[src/include/spk_consts.svh]
// Named constants for the stereo pulse-density speaker transmitter.
// Assumes inclusion by bare name from files compiled with include/ on the path.
`ifndef SPK_CONSTS_SVH
`define SPK_CONSTS_SVH

// Register indices; the byte address is four times the index
`define SPK_IDX_MUTE_CTL 12'h490
`define SPK_IDX_FMT_CTL 12'h491
`define SPK_IDX_PATH_CTL 12'h492
`define SPK_IDX_STATUS 12'h493

// Register width and reset values
`define SPK_REG_W 16
`define SPK_MUTE_CTL_RST 16'h0069
`define SPK_FMT_CTL_RST 16'h0000
`define SPK_PATH_CTL_RST 16'h0000

// Writable bit masks; all other bits read as zero
`define SPK_MUTE_CTL_MASK 16'h31FF
`define SPK_FMT_CTL_MASK 16'h0001
`define SPK_PATH_CTL_MASK 16'h001F

// Mute control fields
`define SPK_MUTE_R_BIT 13
`define SPK_MUTE_L_BIT 12
`define SPK_ENDIAN_BIT 8
`define SPK_PAT_MSB 7
`define SPK_PAT_LSB 0
`define SPK_PAT_LAST 3'h7

// Format control field
`define SPK_FMT_BIT 0

// Path control fields
`define SPK_PATH_L_EN_BIT 0
`define SPK_PATH_R_EN_BIT 1
`define SPK_PATH_OSR_BIT 2
`define SPK_PATH_FRAC_BIT 3
`define SPK_PATH_SYSTEM_CLOCK_BIT 4

// Status fields
`define SPK_STAT_RUN_BIT 0
`define SPK_STAT_L_PAT_BIT 1
`define SPK_STAT_R_PAT_BIT 2

// Bit clock rates in Hz and quarter-phase ticks per bit clock period
`define SPK_RATE_NORM_HZ 3072000
`define SPK_RATE_HIGH_HZ 6144000
`define SPK_RATE_NORM_FRAC_HZ 2822400
`define SPK_RATE_HIGH_FRAC_HZ 5644800
`define SPK_QUARTERS 4

`endif

[src/include/spk_pkg.sv]
// Types shared by the speaker transmitter modules.
// Assumes nothing beyond a SystemVerilog compiler.
package spk_pkg;

  // Quarter phase of the bit clock period
  typedef enum logic [1:0]
  {
    PH_RISE = 2'b00,
    PH_MID_HIGH = 2'b01,
    PH_FALL = 2'b10,
    PH_MID_LOW = 2'b11
  } spk_phase_t;

  // Register selected by an APB address
  typedef enum logic [2:0]
  {
    REG_MUTE = 3'b000,
    REG_FMT = 3'b001,
    REG_PATH = 3'b010,
    REG_STAT = 3'b011,
    REG_NONE = 3'b100
  } spk_reg_t;

endpackage

[src/design/spk_bclk_gen.sv]
// Quarter-phase tick generator for the speaker bit clock.
// Assumes clk is the system clock and run comes from logic on the same clock.
`timescale 1ns/100ps
`include "spk_consts.svh"

module spk_bclk_gen #(
  parameter int CLK_HZ = 100000000,
  parameter int ACC_W = 24
) (
  // Clock and reset
  input wire logic clk,
  input wire logic resetn,
  // Rate selection
  input wire logic run,
  input wire logic osr_high,
  input wire logic frac_family,
  // Phase outputs
  output logic tick,
  output spk_pkg::spk_phase_t phase
);

  // Increment per clk for a tick rate of four times the bit clock
  localparam logic [63:0] INC_NORM =
    ((64'(`SPK_RATE_NORM_HZ) * 64'(`SPK_QUARTERS)) << ACC_W) / 64'(CLK_HZ);
  localparam logic [63:0] INC_HIGH =
    ((64'(`SPK_RATE_HIGH_HZ) * 64'(`SPK_QUARTERS)) << ACC_W) / 64'(CLK_HZ);
  localparam logic [63:0] INC_NORM_FRAC =
    ((64'(`SPK_RATE_NORM_FRAC_HZ) * 64'(`SPK_QUARTERS)) << ACC_W) / 64'(CLK_HZ);
  localparam logic [63:0] INC_HIGH_FRAC =
    ((64'(`SPK_RATE_HIGH_FRAC_HZ) * 64'(`SPK_QUARTERS)) << ACC_W) / 64'(CLK_HZ);

  logic [ACC_W-1:0] acc_r;
  logic [ACC_W-1:0] inc;
  logic [ACC_W:0] sum;

  // Fractional accumulation keeps the average rate exact; the cost is
  // one clk period of edge jitter, since clk is no multiple of the rate.
  always_comb
  begin
    case ({osr_high, frac_family})
      2'b00: inc = INC_NORM[ACC_W-1:0];
      2'b10: inc = INC_HIGH[ACC_W-1:0];
      2'b01: inc = INC_NORM_FRAC[ACC_W-1:0];
      2'b11: inc = INC_HIGH_FRAC[ACC_W-1:0];
      default: inc = INC_NORM[ACC_W-1:0];
    endcase
  end

  assign sum = {1'b0, acc_r} + {1'b0, inc};

  always_ff @(posedge clk or negedge resetn)
  begin
    if (!resetn)
    begin
      acc_r <= '0;
      tick <= 1'b0;
      phase <= spk_pkg::PH_MID_LOW;
    end
    else if (!run)
    begin
      acc_r <= '0;
      tick <= 1'b0;
      phase <= spk_pkg::PH_MID_LOW;
    end
    else
    begin
      acc_r <= sum[ACC_W-1:0];
      tick <= sum[ACC_W];
      if (sum[ACC_W])
        phase <= spk_pkg::spk_phase_t'(phase + 2'h1);
    end
  end

endmodule

[src/design/spk_pdm_tx.sv]
// Stereo pulse-density speaker transmitter with APB register access.
// Assumes clk is the system clock and the audio bits come from logic on clk.
// What this block does
// - Interleave left and right streams on one pin.
// - Format A: left at rise, right at fall.
// - Format B: left in low, right in high.
// - Drive bit clock while either path enabled.
// - Bit clock 3.072 or 6.144 MHz by oversampling.
// - Fractional family scales bit clock proportionally.
// - No clocking without system clock enable set.
// - Independent channel mute; pattern resets to 0x69.
// - Writable 8-bit pattern shared by both channels.
// - Bit 8 picks pattern order, LSB or MSB.
// - Mute switches to pattern immediately, no ramp.
// - Mute bits 13 right, 12 left, reset 0.
// - Format bit 0 of second register, reset A.
//
// Local design decision: the APB register port.
`timescale 1ns/100ps
`include "spk_consts.svh"

module spk_pdm_tx #(
  parameter int CLK_HZ = 100000000,
  parameter int APB_AW = 16,
  parameter int ACC_W = 24
) (
  // Clock and reset
  input wire logic clk,
  input wire logic resetn,
  // APB slave
  input wire logic psel,
  input wire logic penable,
  input wire logic pwrite,
  input wire logic [APB_AW-1:0] paddr,
  input wire logic [31:0] pwdata,
  output logic [31:0] prdata,
  output logic pready,
  output logic pslverr,
  // Audio bit streams from the output paths
  input wire logic left_audio_bit,
  input wire logic right_audio_bit,
  output logic left_audio_take,
  output logic right_audio_take,
  // Speaker pins
  output logic speaker_bit_clock,
  output logic speaker_bitstream_out
);

  localparam int IDX_W = APB_AW - 2;

  // Register state
  logic [`SPK_REG_W-1:0] mute_ctl_r;
  logic [`SPK_REG_W-1:0] fmt_ctl_r;
  logic [`SPK_REG_W-1:0] path_ctl_r;

  // Serializer state
  logic [2:0] left_pat_idx_r;
  logic [2:0] right_pat_idx_r;
  logic running_r;

  // Generator outputs
  logic tick;
  spk_pkg::spk_phase_t phase;

  // Decoded controls
  logic left_mute;
  logic right_mute;
  logic msb_first;
  logic [7:0] pattern;
  logic fmt_b;
  logic left_en;
  logic right_en;
  logic osr_high;
  logic frac_family;
  logic system_clock_en;
  logic run;
  logic left_pat_active;
  logic right_pat_active;

  // Slot timing
  logic rise_evt;
  logic fall_evt;
  logic left_load;
  logic right_load;
  logic left_bit;
  logic right_bit;

  // APB decode
  spk_pkg::spk_reg_t sel;
  logic access;
  logic wr_fire;
  logic [`SPK_REG_W-1:0] wdata16;
  logic [`SPK_REG_W-1:0] rd_val;
  logic [`SPK_REG_W-1:0] status_val;

  // Address to register; misaligned or unmapped addresses give REG_NONE
  function automatic spk_pkg::spk_reg_t reg_decode(input logic [APB_AW-1:0] addr);
    logic [IDX_W-1:0] idx;
    idx = addr[APB_AW-1:2];
    if (addr[1:0] != 2'h0)
      reg_decode = spk_pkg::REG_NONE;
    else if (idx == IDX_W'(`SPK_IDX_MUTE_CTL))
      reg_decode = spk_pkg::REG_MUTE;
    else if (idx == IDX_W'(`SPK_IDX_FMT_CTL))
      reg_decode = spk_pkg::REG_FMT;
    else if (idx == IDX_W'(`SPK_IDX_PATH_CTL))
      reg_decode = spk_pkg::REG_PATH;
    else if (idx == IDX_W'(`SPK_IDX_STATUS))
      reg_decode = spk_pkg::REG_STAT;
    else
      reg_decode = spk_pkg::REG_NONE;
  endfunction

  // Pick pattern bit number idx in the selected order
  function automatic logic pattern_bit(
    input logic [7:0] pat,
    input logic msb,
    input logic [2:0] idx
  );
    logic [2:0] pos;
    pos = msb ? (`SPK_PAT_LAST - idx) : idx;
    pattern_bit = pat[pos];
  endfunction

  // Field extraction
  assign left_mute = mute_ctl_r[`SPK_MUTE_L_BIT];
  assign right_mute = mute_ctl_r[`SPK_MUTE_R_BIT];
  assign msb_first = mute_ctl_r[`SPK_ENDIAN_BIT];
  assign pattern = mute_ctl_r[`SPK_PAT_MSB:`SPK_PAT_LSB];
  assign fmt_b = fmt_ctl_r[`SPK_FMT_BIT];
  assign left_en = path_ctl_r[`SPK_PATH_L_EN_BIT];
  assign right_en = path_ctl_r[`SPK_PATH_R_EN_BIT];
  assign osr_high = path_ctl_r[`SPK_PATH_OSR_BIT];
  assign frac_family = path_ctl_r[`SPK_PATH_FRAC_BIT];
  assign system_clock_en = path_ctl_r[`SPK_PATH_SYSTEM_CLOCK_BIT];

  // Clocking needs the system clock enabled and at least one path on
  assign run = system_clock_en & (left_en | right_en);

  // A disabled path also sends the pattern so the amplifier hears silence
  assign left_pat_active = left_mute | ~left_en;
  assign right_pat_active = right_mute | ~right_en;

  spk_bclk_gen #(
    .CLK_HZ(CLK_HZ),
    .ACC_W(ACC_W)
  ) u_bclk_gen (
    .clk(clk),
    .resetn(resetn),
    .run(run),
    .osr_high(osr_high),
    .frac_family(frac_family),
    .tick(tick),
    .phase(phase)
  );

  // Quarter-phase decode: clock edges at PH_RISE and PH_FALL.
  // Format A changes data mid-phase so each bit is centred on its edge;
  // format B changes data on the edges so each bit fills its phase.
  always_comb
  begin
    rise_evt = 1'b0;
    fall_evt = 1'b0;
    left_load = 1'b0;
    right_load = 1'b0;
    if (tick)
    begin
      case (phase)
        spk_pkg::PH_RISE:
        begin
          rise_evt = 1'b1;
          right_load = fmt_b;
        end
        spk_pkg::PH_MID_HIGH:
        begin
          right_load = ~fmt_b;
        end
        spk_pkg::PH_FALL:
        begin
          fall_evt = 1'b1;
          left_load = fmt_b;
        end
        spk_pkg::PH_MID_LOW:
        begin
          left_load = ~fmt_b;
        end
        default:
        begin
          rise_evt = 1'b0;
        end
      endcase
    end
  end

  // Bit chosen for each slot; mute takes effect on the very next slot
  assign left_bit = left_pat_active ? pattern_bit(pattern, msb_first, left_pat_idx_r)
                                    : left_audio_bit;
  assign right_bit = right_pat_active ? pattern_bit(pattern, msb_first, right_pat_idx_r)
                                      : right_audio_bit;

  // Bit clock pin
  always_ff @(posedge clk or negedge resetn)
  begin
    if (!resetn)
      speaker_bit_clock <= 1'b0;
    else if (!run)
      speaker_bit_clock <= 1'b0;
    else if (rise_evt)
      speaker_bit_clock <= 1'b1;
    else if (fall_evt)
      speaker_bit_clock <= 1'b0;
  end

  // Interleaved data pin
  always_ff @(posedge clk or negedge resetn)
  begin
    if (!resetn)
      speaker_bitstream_out <= 1'b0;
    else if (!run)
      speaker_bitstream_out <= 1'b0;
    else if (left_load)
      speaker_bitstream_out <= left_bit;
    else if (right_load)
      speaker_bitstream_out <= right_bit;
  end

  // Take strobes pace the upstream paths at one bit per slot
  always_ff @(posedge clk or negedge resetn)
  begin
    if (!resetn)
    begin
      left_audio_take <= 1'b0;
      right_audio_take <= 1'b0;
    end
    else
    begin
      left_audio_take <= left_load & left_en;
      right_audio_take <= right_load & right_en;
    end
  end

  // Pattern position per channel; restarts at bit 0 whenever audio plays,
  // so each mute begins with a whole pattern
  always_ff @(posedge clk or negedge resetn)
  begin
    if (!resetn)
      left_pat_idx_r <= 3'h0;
    else if (!left_pat_active || !run)
      left_pat_idx_r <= 3'h0;
    else if (left_load)
      left_pat_idx_r <= left_pat_idx_r + 3'h1;
  end

  always_ff @(posedge clk or negedge resetn)
  begin
    if (!resetn)
      right_pat_idx_r <= 3'h0;
    else if (!right_pat_active || !run)
      right_pat_idx_r <= 3'h0;
    else if (right_load)
      right_pat_idx_r <= right_pat_idx_r + 3'h1;
  end

  always_ff @(posedge clk or negedge resetn)
  begin
    if (!resetn)
      running_r <= 1'b0;
    else
      running_r <= run;
  end

  // APB: one wait state; pready rises in the second access cycle
  assign sel = reg_decode(paddr);
  assign access = psel & penable & ~pready;
  assign wr_fire = psel & penable & pready & pwrite;
  assign wdata16 = pwdata[`SPK_REG_W-1:0];

  // Status is read-only: a write to it completes without error and
  // changes nothing, so software may poll it freely
  always_comb
  begin
    status_val = '0;
    status_val[`SPK_STAT_RUN_BIT] = running_r;
    status_val[`SPK_STAT_L_PAT_BIT] = left_pat_active;
    status_val[`SPK_STAT_R_PAT_BIT] = right_pat_active;
  end

  always_comb
  begin
    case (sel)
      spk_pkg::REG_MUTE: rd_val = mute_ctl_r;
      spk_pkg::REG_FMT: rd_val = fmt_ctl_r;
      spk_pkg::REG_PATH: rd_val = path_ctl_r;
      spk_pkg::REG_STAT: rd_val = status_val;
      default: rd_val = 16'h0000;
    endcase
  end

  always_ff @(posedge clk or negedge resetn)
  begin
    if (!resetn)
    begin
      pready <= 1'b0;
      pslverr <= 1'b0;
      prdata <= 32'h00000000;
    end
    else
    begin
      pready <= access;
      pslverr <= access & (sel == spk_pkg::REG_NONE);
      if (access && !pwrite)
        prdata <= {16'h0000, rd_val};
      else if (access)
        prdata <= 32'h00000000;
    end
  end

  // Register writes land at the edge that completes the access
  always_ff @(posedge clk or negedge resetn)
  begin
    if (!resetn)
      mute_ctl_r <= `SPK_MUTE_CTL_RST;
    else if (wr_fire && sel == spk_pkg::REG_MUTE)
      mute_ctl_r <= wdata16 & `SPK_MUTE_CTL_MASK;
  end

  always_ff @(posedge clk or negedge resetn)
  begin
    if (!resetn)
      fmt_ctl_r <= `SPK_FMT_CTL_RST;
    else if (wr_fire && sel == spk_pkg::REG_FMT)
      fmt_ctl_r <= wdata16 & `SPK_FMT_CTL_MASK;
  end

  // Changing rate while running is allowed; the new rate takes hold on
  // the next clk, inside the quarter in progress, so one bit may be short or long
  always_ff @(posedge clk or negedge resetn)
  begin
    if (!resetn)
      path_ctl_r <= `SPK_PATH_CTL_RST;
    else if (wr_fire && sel == spk_pkg::REG_PATH)
      path_ctl_r <= wdata16 & `SPK_PATH_CTL_MASK;
  end

endmodule

[config.mk]
export PLATFORM = sky130hd
export DESIGN_NAME = spk_pdm_tx
export DESIGN_NICKNAME = d
export VERILOG_FILES = /design/src/include/spk_pkg.sv /design/src/design/spk_bclk_gen.sv /design/src/design/spk_pdm_tx.sv
export VERILOG_INCLUDE_DIRS = /design/src /design/src/include
export SDC_FILE = /design/constraint.sdc
export NUM_CORES = 1
export LEC_CHECK = 0
export BUFFER_PORTS_ARGS = -buffer_cell sky130_fd_sc_hd__buf_2
export CAP_MARGIN = 10
export CORE_ASPECT_RATIO = 0.5
export CORE_MARGIN = 2
export CORE_UTILIZATION = 55
export CTS_BUF_LIST = sky130_fd_sc_hd__clkbuf_16
export DETAILED_ROUTE_END_ITERATION = 10
export PLACE_DENSITY = 0.77
export SETUP_SLACK_MARGIN = 0.15
export SYNTH_ARGS = -nofsm -noshare
export SYNTH_HDL_FRONTEND = slang
export SYNTH_SLANG_ARGS = --single-unit
[constraint.sdc]
create_clock -name clk -period 3.25 [get_ports clk]
set_input_delay 0.975 -clock clk [delete_from_list [all_inputs] [get_ports clk]]
set_output_delay 0.975 -clock clk [all_outputs]
set_load 0.01 [all_outputs]
==> results of run 1 <==
-- Yosys cell counts (9+ instances only) --
library cell / instances / share of area [%]
ha_1: 27 / 7.8
dfrtp_1: 62 / 36
inv_1: 14 / 1.2
o21ai_0: 19 / 2.2
a21o_1: 9 / 1.6
a21oi_1: 20 / 2.3
nor2_1: 37 / 3.2
mux2i_1: 15 / 3.5
nand3_1: 12 / 1.4
xor2_1: 10 / 2.0
buf_4: 24 / 4.1
nor3_1: 10 / 1.2
nand2_1: 36 / 3.1
mux2_1: 12 / 3.1
-- cell type report --
class / instances / area (sq um)
fill: 608 / 2560
multi-input combinational: 337 / 2430
sequential: 68 / 1710
timing repair buffer: 55 / 300
clock buffer: 9 / 225
tap: 108 / 135
clock inverter: 7 / 67.6
inverter: 14 / 52.6
-- worst max-delay path, cell delays in order, from the launching register on --
cell	delay [ns]
dfrtp_1	0.42
inv_1	0.10
ha_1	0.24
inv_1	0.13
nand2_1	0.11
ha_1	0.41
a211oi_2	0.34
o21ba_2	0.21
a211oi_2	0.08
a2111oi_4	0.44
xor2_1	0.21
nor2_1	0.06
-- cell families after synthesis --
family	count (synthesis)	synth area share [%]
DFF	68	39.3
muxes	36	10.2
AOI/OAI and AO/OA	96	15.9
xor gates and xnor gates	15	3.02
other	1	0.0863
buffers and inverters	49	6.42
adders and majority gates	27	7.78
and+or+nand+nor	142	17.2
-- metrics by stage --
stage | utilization [%] | cells | setup slack, ns | total power [mW]
finish | 65.8 | 598 | 0.386 | 1.87
detailed placement | 61.9 | 582 | 0.415 | 0.936
CTS | 65.8 | 598 | 0.399 | 1.89
floorplan | - | 454 | 0.795 | 0.910
global placement | 61.9 | 582 | 0.477 | 0.935
global route | 65.8 | 598 | 0.189 | 1.93
-- power breakdown --
part,switching [mW],internal [mW],total (mW),leakage [nW]
clock,0.363,0.589,0.952,0.140
combinational,0.0472,0.0240,0.0712,1.31
sequential,0.000471,0.849,0.849,0.912
-- how the worst max path moves through the flow --
stage,cells past startpoint,slack (ns),from,endpoint
6_report,11,0.39,path_ctl_r[3]$_DFFE_PN0P_,u_bclk_gen.acc_r[22]$_DFF_PN0_
5_1_grt,11,0.19,path_ctl_r[3]$_DFFE_PN0P_,u_bclk_gen.acc_r[22]$_DFF_PN0_
4_1_cts,11,0.40,path_ctl_r[3]$_DFFE_PN0P_,u_bclk_gen.acc_r[22]$_DFF_PN0_
3_5_place_dp,11,0.42,path_ctl_r[3]$_DFFE_PN0P_,u_bclk_gen.phase[1]$_DFFE_PN1P_
3_3_place_gp,11,0.48,path_ctl_r[3]$_DFFE_PN0P_,u_bclk_gen.phase[1]$_DFFE_PN1P_
2_1_floorplan,12,0.80,path_ctl_r[3]$_DFFE_PN0P_,u_bclk_gen.acc_r[22]$_DFF_PN0_
-- metal layers --
layer | up-vias | wire length, microns
met2 | 94 | 4190
met1 | 1554 | 4180
met3 | 6 | 525
met4 | 0 | 59
li1 | 1635 | -
met5 | - | 0
-- sequential cells by signal (all words and copies together) (netlist names) --
signal,flops
fmt_ctl_r,1
left_audio_take,1
left_pat_idx_r,3
mute_ctl_r,11
path_ctl_r,5
prdata,11
pready,1
pslverr,1
right_audio_take,1
right_pat_idx_r,3
running_r,1
speaker_bit_clock,1
speaker_bitstream_out,1
u_bclk_gen.acc_r,24
u_bclk_gen.phase,2
u_bclk_gen.tick,1
==> flow_metrics.py, run 1 <==
metrics = {
    "run_status": {
        "status": "finished clean",
    },
    "floorplanning": {
        "fp.dieArea_sq_um": 8670,
        "num_rows": 22,
        "io_pins": 93,
        "die_x_microns": 130,
        "die_h_microns": 66.8,
        "start_util_pct": 58.0,
        "core_sq_um": 7490,
    },
    "setup_path": {
        "end_kind": "flip-flop",
        "critPathMaxFanout": 9,
        "reg2reg_to": "u_bclk_gen.acc_r[22]$_DFF_PN0_",
        "rr_worst_depth": 11,
        "crit_required_ns": 3.46,
        "rrSetupSlack_ns": 0.39,
        "crit_type": "flip-flop to flip-flop",
        "cp.arrival_ns": 3.07,
        "regToRegStartpoint": "path_ctl_r[3]$_DFFE_PN0P_",
        "start_kind": "flip-flop",
    },
    "synthesis": {
        "synth_seq_area_share_pct": 39.3,
        "avgSynthCellArea_sq_um": 10.0,
        "async_flop_share_pct": 100,
        "netlist-cell-type-count": 62,
        "syn_area_sq_um": 4340,
        "synth_edf_count": 0,
        "synthFlopType": "dfrtp_1",
        "ys_ff_latch": 68,
        "syn_inst": 434,
        "yosysWarnings": 0,
    },
    "final_layout": {
        "fin_nets": 567,
        "drive_gt1_share_pct": 21.6,
        "synthToLayoutAreaGrowth_pct": 13.4,
        "antennaDiodeCount": 0,
        "mostFrequentLayoutCell": "dfrtp_1",
        "layout_common_cells": "dfrtp_1 (62), buf_2 (50), nor2_1 (37)",
        "final_area_sq_um": 4920,
    },
    "clock_tree": {
        "cts_setup_buffers": 0,
        "cts_resized": 0,
        "cts_tree": "done",
        "cts_buffer_depth": 2,
        "cts_inserted_buffers": 9,
        "htree_levels": 3,
        "cts-root-buf": "clkbuf_16",
        "cts_hold_buf": 0,
        "clk_latency_ns": 0.33,
        "clk_pin_slew_ns": 0.05,
        "cts_sinks": 68,
    },
    "route": {
        "wl_per_cell_microns": 15.0,
        "ant_nets": 0,
        "firstDrtPassIters": 4,
        "drt_iter0_markers": 206,
        "vias": 3289,
        "drt_wl_total_microns": 8950,
        "vias_per_cell": 5.50,
        "drc": 0,
    },
    "place": {
        "placed_area_sq_um": 4630,
        "port_buffers": 50,
        "hpwl_microns": 6530,
        "place_congestion": 0.871,
    },
    "hold_path": {
        "hold-path-endpoint": "prdata[0]$_DFFE_PN0P_",
        "hold_path.startpoint": "prdata[0]$_DFFE_PN0P_",
        "min_path_type": "flip-flop to flip-flop",
        "whs_path_depth": 2,
    },
    "power_and_ir_drop": {
        "power.density_nw_per_um2": 380,
        "p_leak_nw": 2.36,
        "ir_worst_vdd_v": 0.000263,
    },
    "job": {
        "drv_cap": 0,
    },
    "grt": {
        "met1_usage_pct": 29.3,
        "use_met3_pct": 6.43,
        "gr-total-overflow": 0,
        "grt_antenna_before_repair": 0,
        "grt_pass1_wl_microns": 15100,
        "grt_util_all_layers_pct": 22.6,
        "use_met2_pct": 37.5,
        "top_usage_layer": "met2",
        "grt_pass1_vias": 3171,
        "grt_max_degree": 69,
    },
    "timing": {
        "fmax_ghz": 0.349,
        "hold_ws_ns": 0.474,
        "drv_slew": 0,
        "hold_viol_final": 0,
        "finalCritPeriodShare_pct": 88.1,
        "tns_ns": 0,
        "fin_skew_ns": 0.00646,
        "min_period_ns": 2.86,
        "rsz0062_at_grt": "no",
        "setup-violations-final": 0,
    },
}
(Power assumes the default switching activity.)
==> run 2, diff against run 1 <==
CAP_MARGIN = 20   (was 10)
CORE_ASPECT_RATIO = not set   (was 0.5)
==> run 2 against run 1 <==
Sequential share of layout area is 0.38 points lower. Non-clock buffer count increased by 1. Register-to-register slack barely moved. Total power grew 9.9%. Utilization decreased by 1.0 points. Routed wire length increased by 0.79%. First-iteration DRC count is 28% lower. Critical path type unchanged.
==> flow_metrics.py, run 2 (synthesized netlist as in run 1, its figures left out) <==
metrics = {
    "final_layout": {
        "largest-register": "u_bclk_gen.acc_r",
        "multi_input_area_sq_um": 2430,
        "layout_common_cells": "dfrtp_1 (62), buf_2 (50), nor2_1 (37)",
        "drive_gt1_share_pct": 22.2,
        "largest_reg_flops": 24,
        "fillerInstances": 616,
        "reg_top3": "u_bclk_gen.acc_r x24, mute_ctl_r x11, prdata x11",
        "seq_area_sq_um": 1710,
        "mostFrequentLayoutCell": "dfrtp_1",
        "final_area_sq_um": 4980,
        "antennaDiodeCount": 0,
        "synthToLayoutAreaGrowth_pct": 14.6,
        "fin_nets": 568,
    },
    "grt": {
        "grt_util_all_layers_pct": 21.7,
        "grt_pass1_vias": 3169,
        "grt_antenna_before_repair": 0,
        "grt_pass1_wl_microns": 14700,
        "gr-total-overflow": 0,
        "grt_max_degree": 44,
    },
    "floorplanning": {
        "die_h_microns": 92.9,
        "io_pins": 93,
        "start_util_pct": 56.5,
        "fp.dieArea_sq_um": 8630,
        "num_rows": 32,
        "die_x_microns": 92.9,
        "core_sq_um": 7690,
    },
    "setup_path": {
        "start_kind": "flip-flop",
        "slowest_stage": "ha_1",
        "crit_type": "flip-flop to flip-flop",
        "regToRegStartpoint": "path_ctl_r[3]$_DFFE_PN0P_",
        "crit_start": "path_ctl_r[3]$_DFFE_PN0P_",
        "critPathMaxStageDelay_ns": 0.46,
        "crit_required_ns": 3.51,
        "end_kind": "flip-flop",
        "worstPathCellList": "inv_1, ha_1, inv_1, nand2_1, ha_1, nand4_1, or2_1, a211oi_4, a2111oi_4, or2_1, a31oi_1",
        "critPathMaxFanout": 9,
        "cp.arrival_ns": 3.13,
        "rrSetupSlack_ns": 0.38,
    },
    "clock_tree": {
        "cts_tree": "done",
        "cts_sinks": 68,
        "cts_resized": 0,
        "cts_setup_buffers": 0,
        "clk_latency_ns": 0.33,
        "cts_inserted_buffers": 9,
        "cts-root-buf": "clkbuf_16",
        "htree_levels": 3,
        "cts_hold_buf": 0,
        "cts_buffer_depth": 2,
        "clk_pin_slew_ns": 0.06,
    },
    "place": {
        "hpwl_microns": 6600,
        "port_buffers": 50,
        "placed_area_sq_um": 4630,
        "place_congestion": 0.845,
    },
    "timing": {
        "drv_slew": 0,
        "tightest_slew_ns": 0.591,
        "finalCritPeriodShare_pct": 88.4,
        "fmax_ghz": 0.348,
        "rsz0062_at_grt": "no",
        "relSlewSlack_pct": 60.6,
        "min_period_ns": 2.87,
        "setup-violations-final": 0,
        "fin_skew_ns": 0.00619,
        "hold_viol_final": 0,
        "tns_ns": 0,
    },
    "route": {
        "drt_wl_total_microns": 9030,
        "wl_per_cell_microns": 15.2,
        "drc": 0,
        "firstDrtPassIters": 4,
        "vias": 3362,
        "drt_iter0_markers": 149,
        "vias_per_cell": 5.67,
        "ant_nets": 0,
    },
    "job": {
        "drv_cap": 0,
    },
    "hold_path": {
        "min_path_type": "flip-flop to flip-flop",
        "hold_path.startpoint": "prdata[4]$_DFFE_PN0P_",
    },
    "power_and_ir_drop": {
        "ir_worst_vdd_v": 0.000265,
        "power.density_nw_per_um2": 413,
        "finalPower_mw": 2.06,
        "p_leak_nw": 2.39,
    },
    "run_status": {
        "status": "finished clean",
    },
}
-- run 2: path summary, 6_finish.rpt --
path	to	cells after the start
max reg2reg	u_bclk_gen.phase[1]$_DFFE_PN1P_	11
max in group asynchronous	u_bclk_gen.phase[0]$_DFFE_PN1P_	2
min reg2reg	prdata[4]$_DFFE_PN0P_	2
max	u_bclk_gen.phase[1]$_DFFE_PN1P_	11
min	prdata[4]$_DFFE_PN0P_	2
min in group asynchronous	prdata[7]$_DFFE_PN0P_	1
-- run 2: area by class of cell --
cell class,instances,share of cell area [%]
well taps,102,2.56
clock buffers,9,4.52
inverters,14,1.06
multi-input cells,337,48.9
repair buffers,56,6.18
flip-flops and latches,68,34.3
clock inverters,7,2.46
-- run 2: per-layer routing --
metal	GRT usage (%)	vias up	share of wire (%)
met3	3.34	10	5.1
met5	0	-	0
met4	9.19	0	1.5
met1	28.2	1604	45
li1	-	1645	-
met2	35.9	103	48
-- run 2: critical path: cells and delay by family (launching register included) --
family	cells	cell delay, ns
AND/OR/NAND/NOR	4	0.89
buffers and inverters	2	0.22
flip-flops	1	0.40
adder cells (fa/ha/maj)	2	0.68
AO/OA/AOI/OAI	3	0.61
-- run 2: power by group --
part,internal [mW],switching [mW],leakage [nW]
sequential,0.848,0.000502,0.912
combinational,0.0239,0.0481,1.32
clock,0.753,0.384,0.162
-- run 2: through the flow --
| step | util, % | cells | hold WS [ns] | setup WS [ns] |
|---|---|---|---|---|
| floorplan | - | 454 | 0.472 | 0.795 |
| global placement | 60.3 | 577 | 0.458 | 0.506 |
| detailed placement | 60.3 | 577 | 0.469 | 0.460 |
| CTS | 64.8 | 593 | 0.481 | 0.419 |
| global route | 64.8 | 593 | 0.515 | 0.223 |
| finish | 64.8 | 593 | 0.479 | 0.378 |
==> run 3, diff against run 2 <==
BUFFER_PORTS_ARGS = not set   (was -buffer_cell sky130_fd_sc_hd__buf_2)
CAP_MARGIN = 15   (was 20)
CORE_MARGIN = not set   (was 2)
CORE_UTILIZATION = 60   (was 55)
DONT_BUFFER_PORTS = 1   (was not set)
PLACE_DENSITY = 0.73   (was 0.77)
==> run 3 against run 2 <==
Clock power is 5% higher. Via count down 6.4%. Worst hold slack lost 0.15 ns. Clock-buffer cell count is the same. Total power grew 1.0%. First-iteration DRC count decreased by 12%. Clock skew rose by 0.0072 ns. Fmax up 0.98%. Global-route usage rose by 3.9 points.
==> flow_metrics.py, run 3 (synthesized netlist as in run 1, its figures left out) <==
metrics = {
    "run_status": {
        "status": "finished clean",
    },
    "timing": {
        "hold_viol_final": 0,
        "drv_slew": 0,
        "fin_skew_ns": 0.0134,
        "hold_ws_ns": 0.332,
        "setup_slack_ns": 0.406,
        "rsz0062_at_grt": "no",
        "finalCritPeriodShare_pct": 87.5,
        "min_period_ns": 2.84,
        "setup-violations-final": 0,
        "fmax_ghz": 0.352,
        "tns_ns": 0,
    },
    "power_and_ir_drop": {
        "ir_worst_vdd_v": 0.000323,
        "switchingPower_mw": 0.397,
        "clockPowerShare_pct": 57.9,
        "intPower_mw": 1.68,
        "power.density_nw_per_um2": 442,
        "finalPower_mw": 2.08,
        "switching_share_pct": 19.1,
        "p_leak_nw": 2.16,
        "p_seq_share_pct": 40.9,
        "combinationalPowerShare_pct": 1.2,
    },
    "place": {
        "port_buffers": 0,
        "placed_area_sq_um": 4340,
        "dp_cells": 518,
        "dp_slack_ns": 0.426,
        "place_congestion": 0.910,
        "hpwl_microns": 6350,
    },
    "route": {
        "m1WireLength_microns": 3890,
        "top_layer_used": "met4",
        "wl_per_cell_microns": 16.3,
        "vias_per_cell": 5.89,
        "drc": 0,
        "firstDrtPassIters": 4,
        "ant_nets": 0,
        "vias": 3146,
        "met3WireLength_microns": 457,
        "drt_iter0_markers": 131,
        "drt_wl_total_microns": 8690,
        "route.met2.wl_microns": 4140,
    },
    "final_layout": {
        "final_area_sq_um": 4700,
        "drive_gt1_share_pct": 12.6,
        "largest_reg_flops": 24,
        "largest-register": "u_bclk_gen.acc_r",
        "layout_common_cells": "dfrtp_1 (62), nor2_1 (37), nand2_1 (36)",
        "antennaDiodeCount": 0,
        "fin_nets": 515,
        "finish.utilization_pct": 68.1,
        "synthToLayoutAreaGrowth_pct": 8.29,
        "reg_top3": "u_bclk_gen.acc_r x24, mute_ctl_r x11, prdata x11",
        "instances_no_fill": 534,
        "mostFrequentLayoutCell": "dfrtp_1",
    },
    "grt": {
        "grt_pass1_vias": 3137,
        "grt_antenna_before_repair": 0,
        "grt_util_all_layers_pct": 25.6,
        "grt_max_degree": 69,
        "gr-total-overflow": 0,
        "grt_pass1_wl_microns": 14700,
    },
    "setup_path": {
        "cp.arrival_ns": 3.11,
        "crit_required_ns": 3.52,
        "rr_worst_depth": 11,
        "reg2reg_to": "u_bclk_gen.phase[1]$_DFFE_PN1P_",
        "crit_type": "flip-flop to flip-flop",
        "start_kind": "flip-flop",
        "regToRegStartpoint": "path_ctl_r[3]$_DFFE_PN0P_",
        "end_kind": "flip-flop",
        "rrSetupSlack_ns": 0.41,
        "critPathMaxFanout": 9,
    },
    "clock_tree": {
        "cts-root-buf": "clkbuf_16",
        "cts_hold_buf": 0,
        "cts_resized": 0,
        "cts_inserted_buffers": 9,
        "cts_setup_buffers": 0,
        "clk_pin_slew_ns": 0.06,
        "cts_sinks": 68,
        "cts_tree": "done",
        "htree_levels": 3,
        "cts_buffer_depth": 2,
        "clk_latency_ns": 0.34,
    },
    "floorplanning": {
        "start_util_pct": 62.9,
        "num_rows": 30,
        "die_x_microns": 87.1,
        "core_sq_um": 6910,
        "fp.dieArea_sq_um": 7580,
        "die_h_microns": 87.1,
        "io_pins": 93,
    },
    "job": {
        "drv_cap": 0,
    },
    "hold_path": {
        "min_path_type": "input port to async pin",
    },
}
## run 3: worst max path at each step
stage / endpoint / slack [ns] / start / cells past startpoint
floorplan: u_bclk_gen.acc_r[22]$_DFF_PN0_ / 0.80 / path_ctl_r[3]$_DFFE_PN0P_ / 12
global route: u_bclk_gen.phase[1]$_DFFE_PN1P_ / 0.23 / path_ctl_r[3]$_DFFE_PN0P_ / 11
finish: u_bclk_gen.phase[1]$_DFFE_PN1P_ / 0.41 / path_ctl_r[3]$_DFFE_PN0P_ / 11
global placement: u_bclk_gen.phase[1]$_DFFE_PN1P_ / 0.48 / path_ctl_r[3]$_DFFE_PN0P_ / 11
CTS: u_bclk_gen.phase[1]$_DFFE_PN1P_ / 0.42 / path_ctl_r[3]$_DFFE_PN0P_ / 11
detailed placement: u_bclk_gen.phase[1]$_DFFE_PN1P_ / 0.43 / path_ctl_r[3]$_DFFE_PN0P_ / 11
## run 3: final cells by class
type / count / area [sq um]
fill: 548 / 2200
tap: 96 / 120
sequential: 68 / 1710
clock buffer: 9 / 225
multi-input combinational: 337 / 2430
inverter: 14 / 52.6
clock inverter: 7 / 140
timing repair buffer: 3 / 22.5
## run 3: power by group through the flow
stage | logic, mW | registers, mW | clock network, mW
floorplan | 0.0452 | 0.865 | 0
global placement | 0.0237 | 0.865 | 0
detailed placement | 0.0241 | 0.865 | 0
CTS | 0.0242 | 0.850 | 1.21
global route | 0.0285 | 0.850 | 1.25
finish | 0.0246 | 0.850 | 1.20
## run 3: critical path, stage by stage (launching register included)
cell       delay [ns]
dfrtp_1          0.40
inv_1            0.10
ha_1             0.23
inv_1            0.13
nand2_1          0.10
ha_1             0.45
nand4_1          0.18
or2_1            0.29
a211oi_2         0.35
a2111oi_4        0.12
or2_1            0.26
a31oi_1          0.16
## run 3: metal layers
layer	track usage (%)	up-vias
met5	0	-
met4	12.8	0
met3	5.02	17
met2	41.7	93
met1	32.6	1520
li1	-	1516
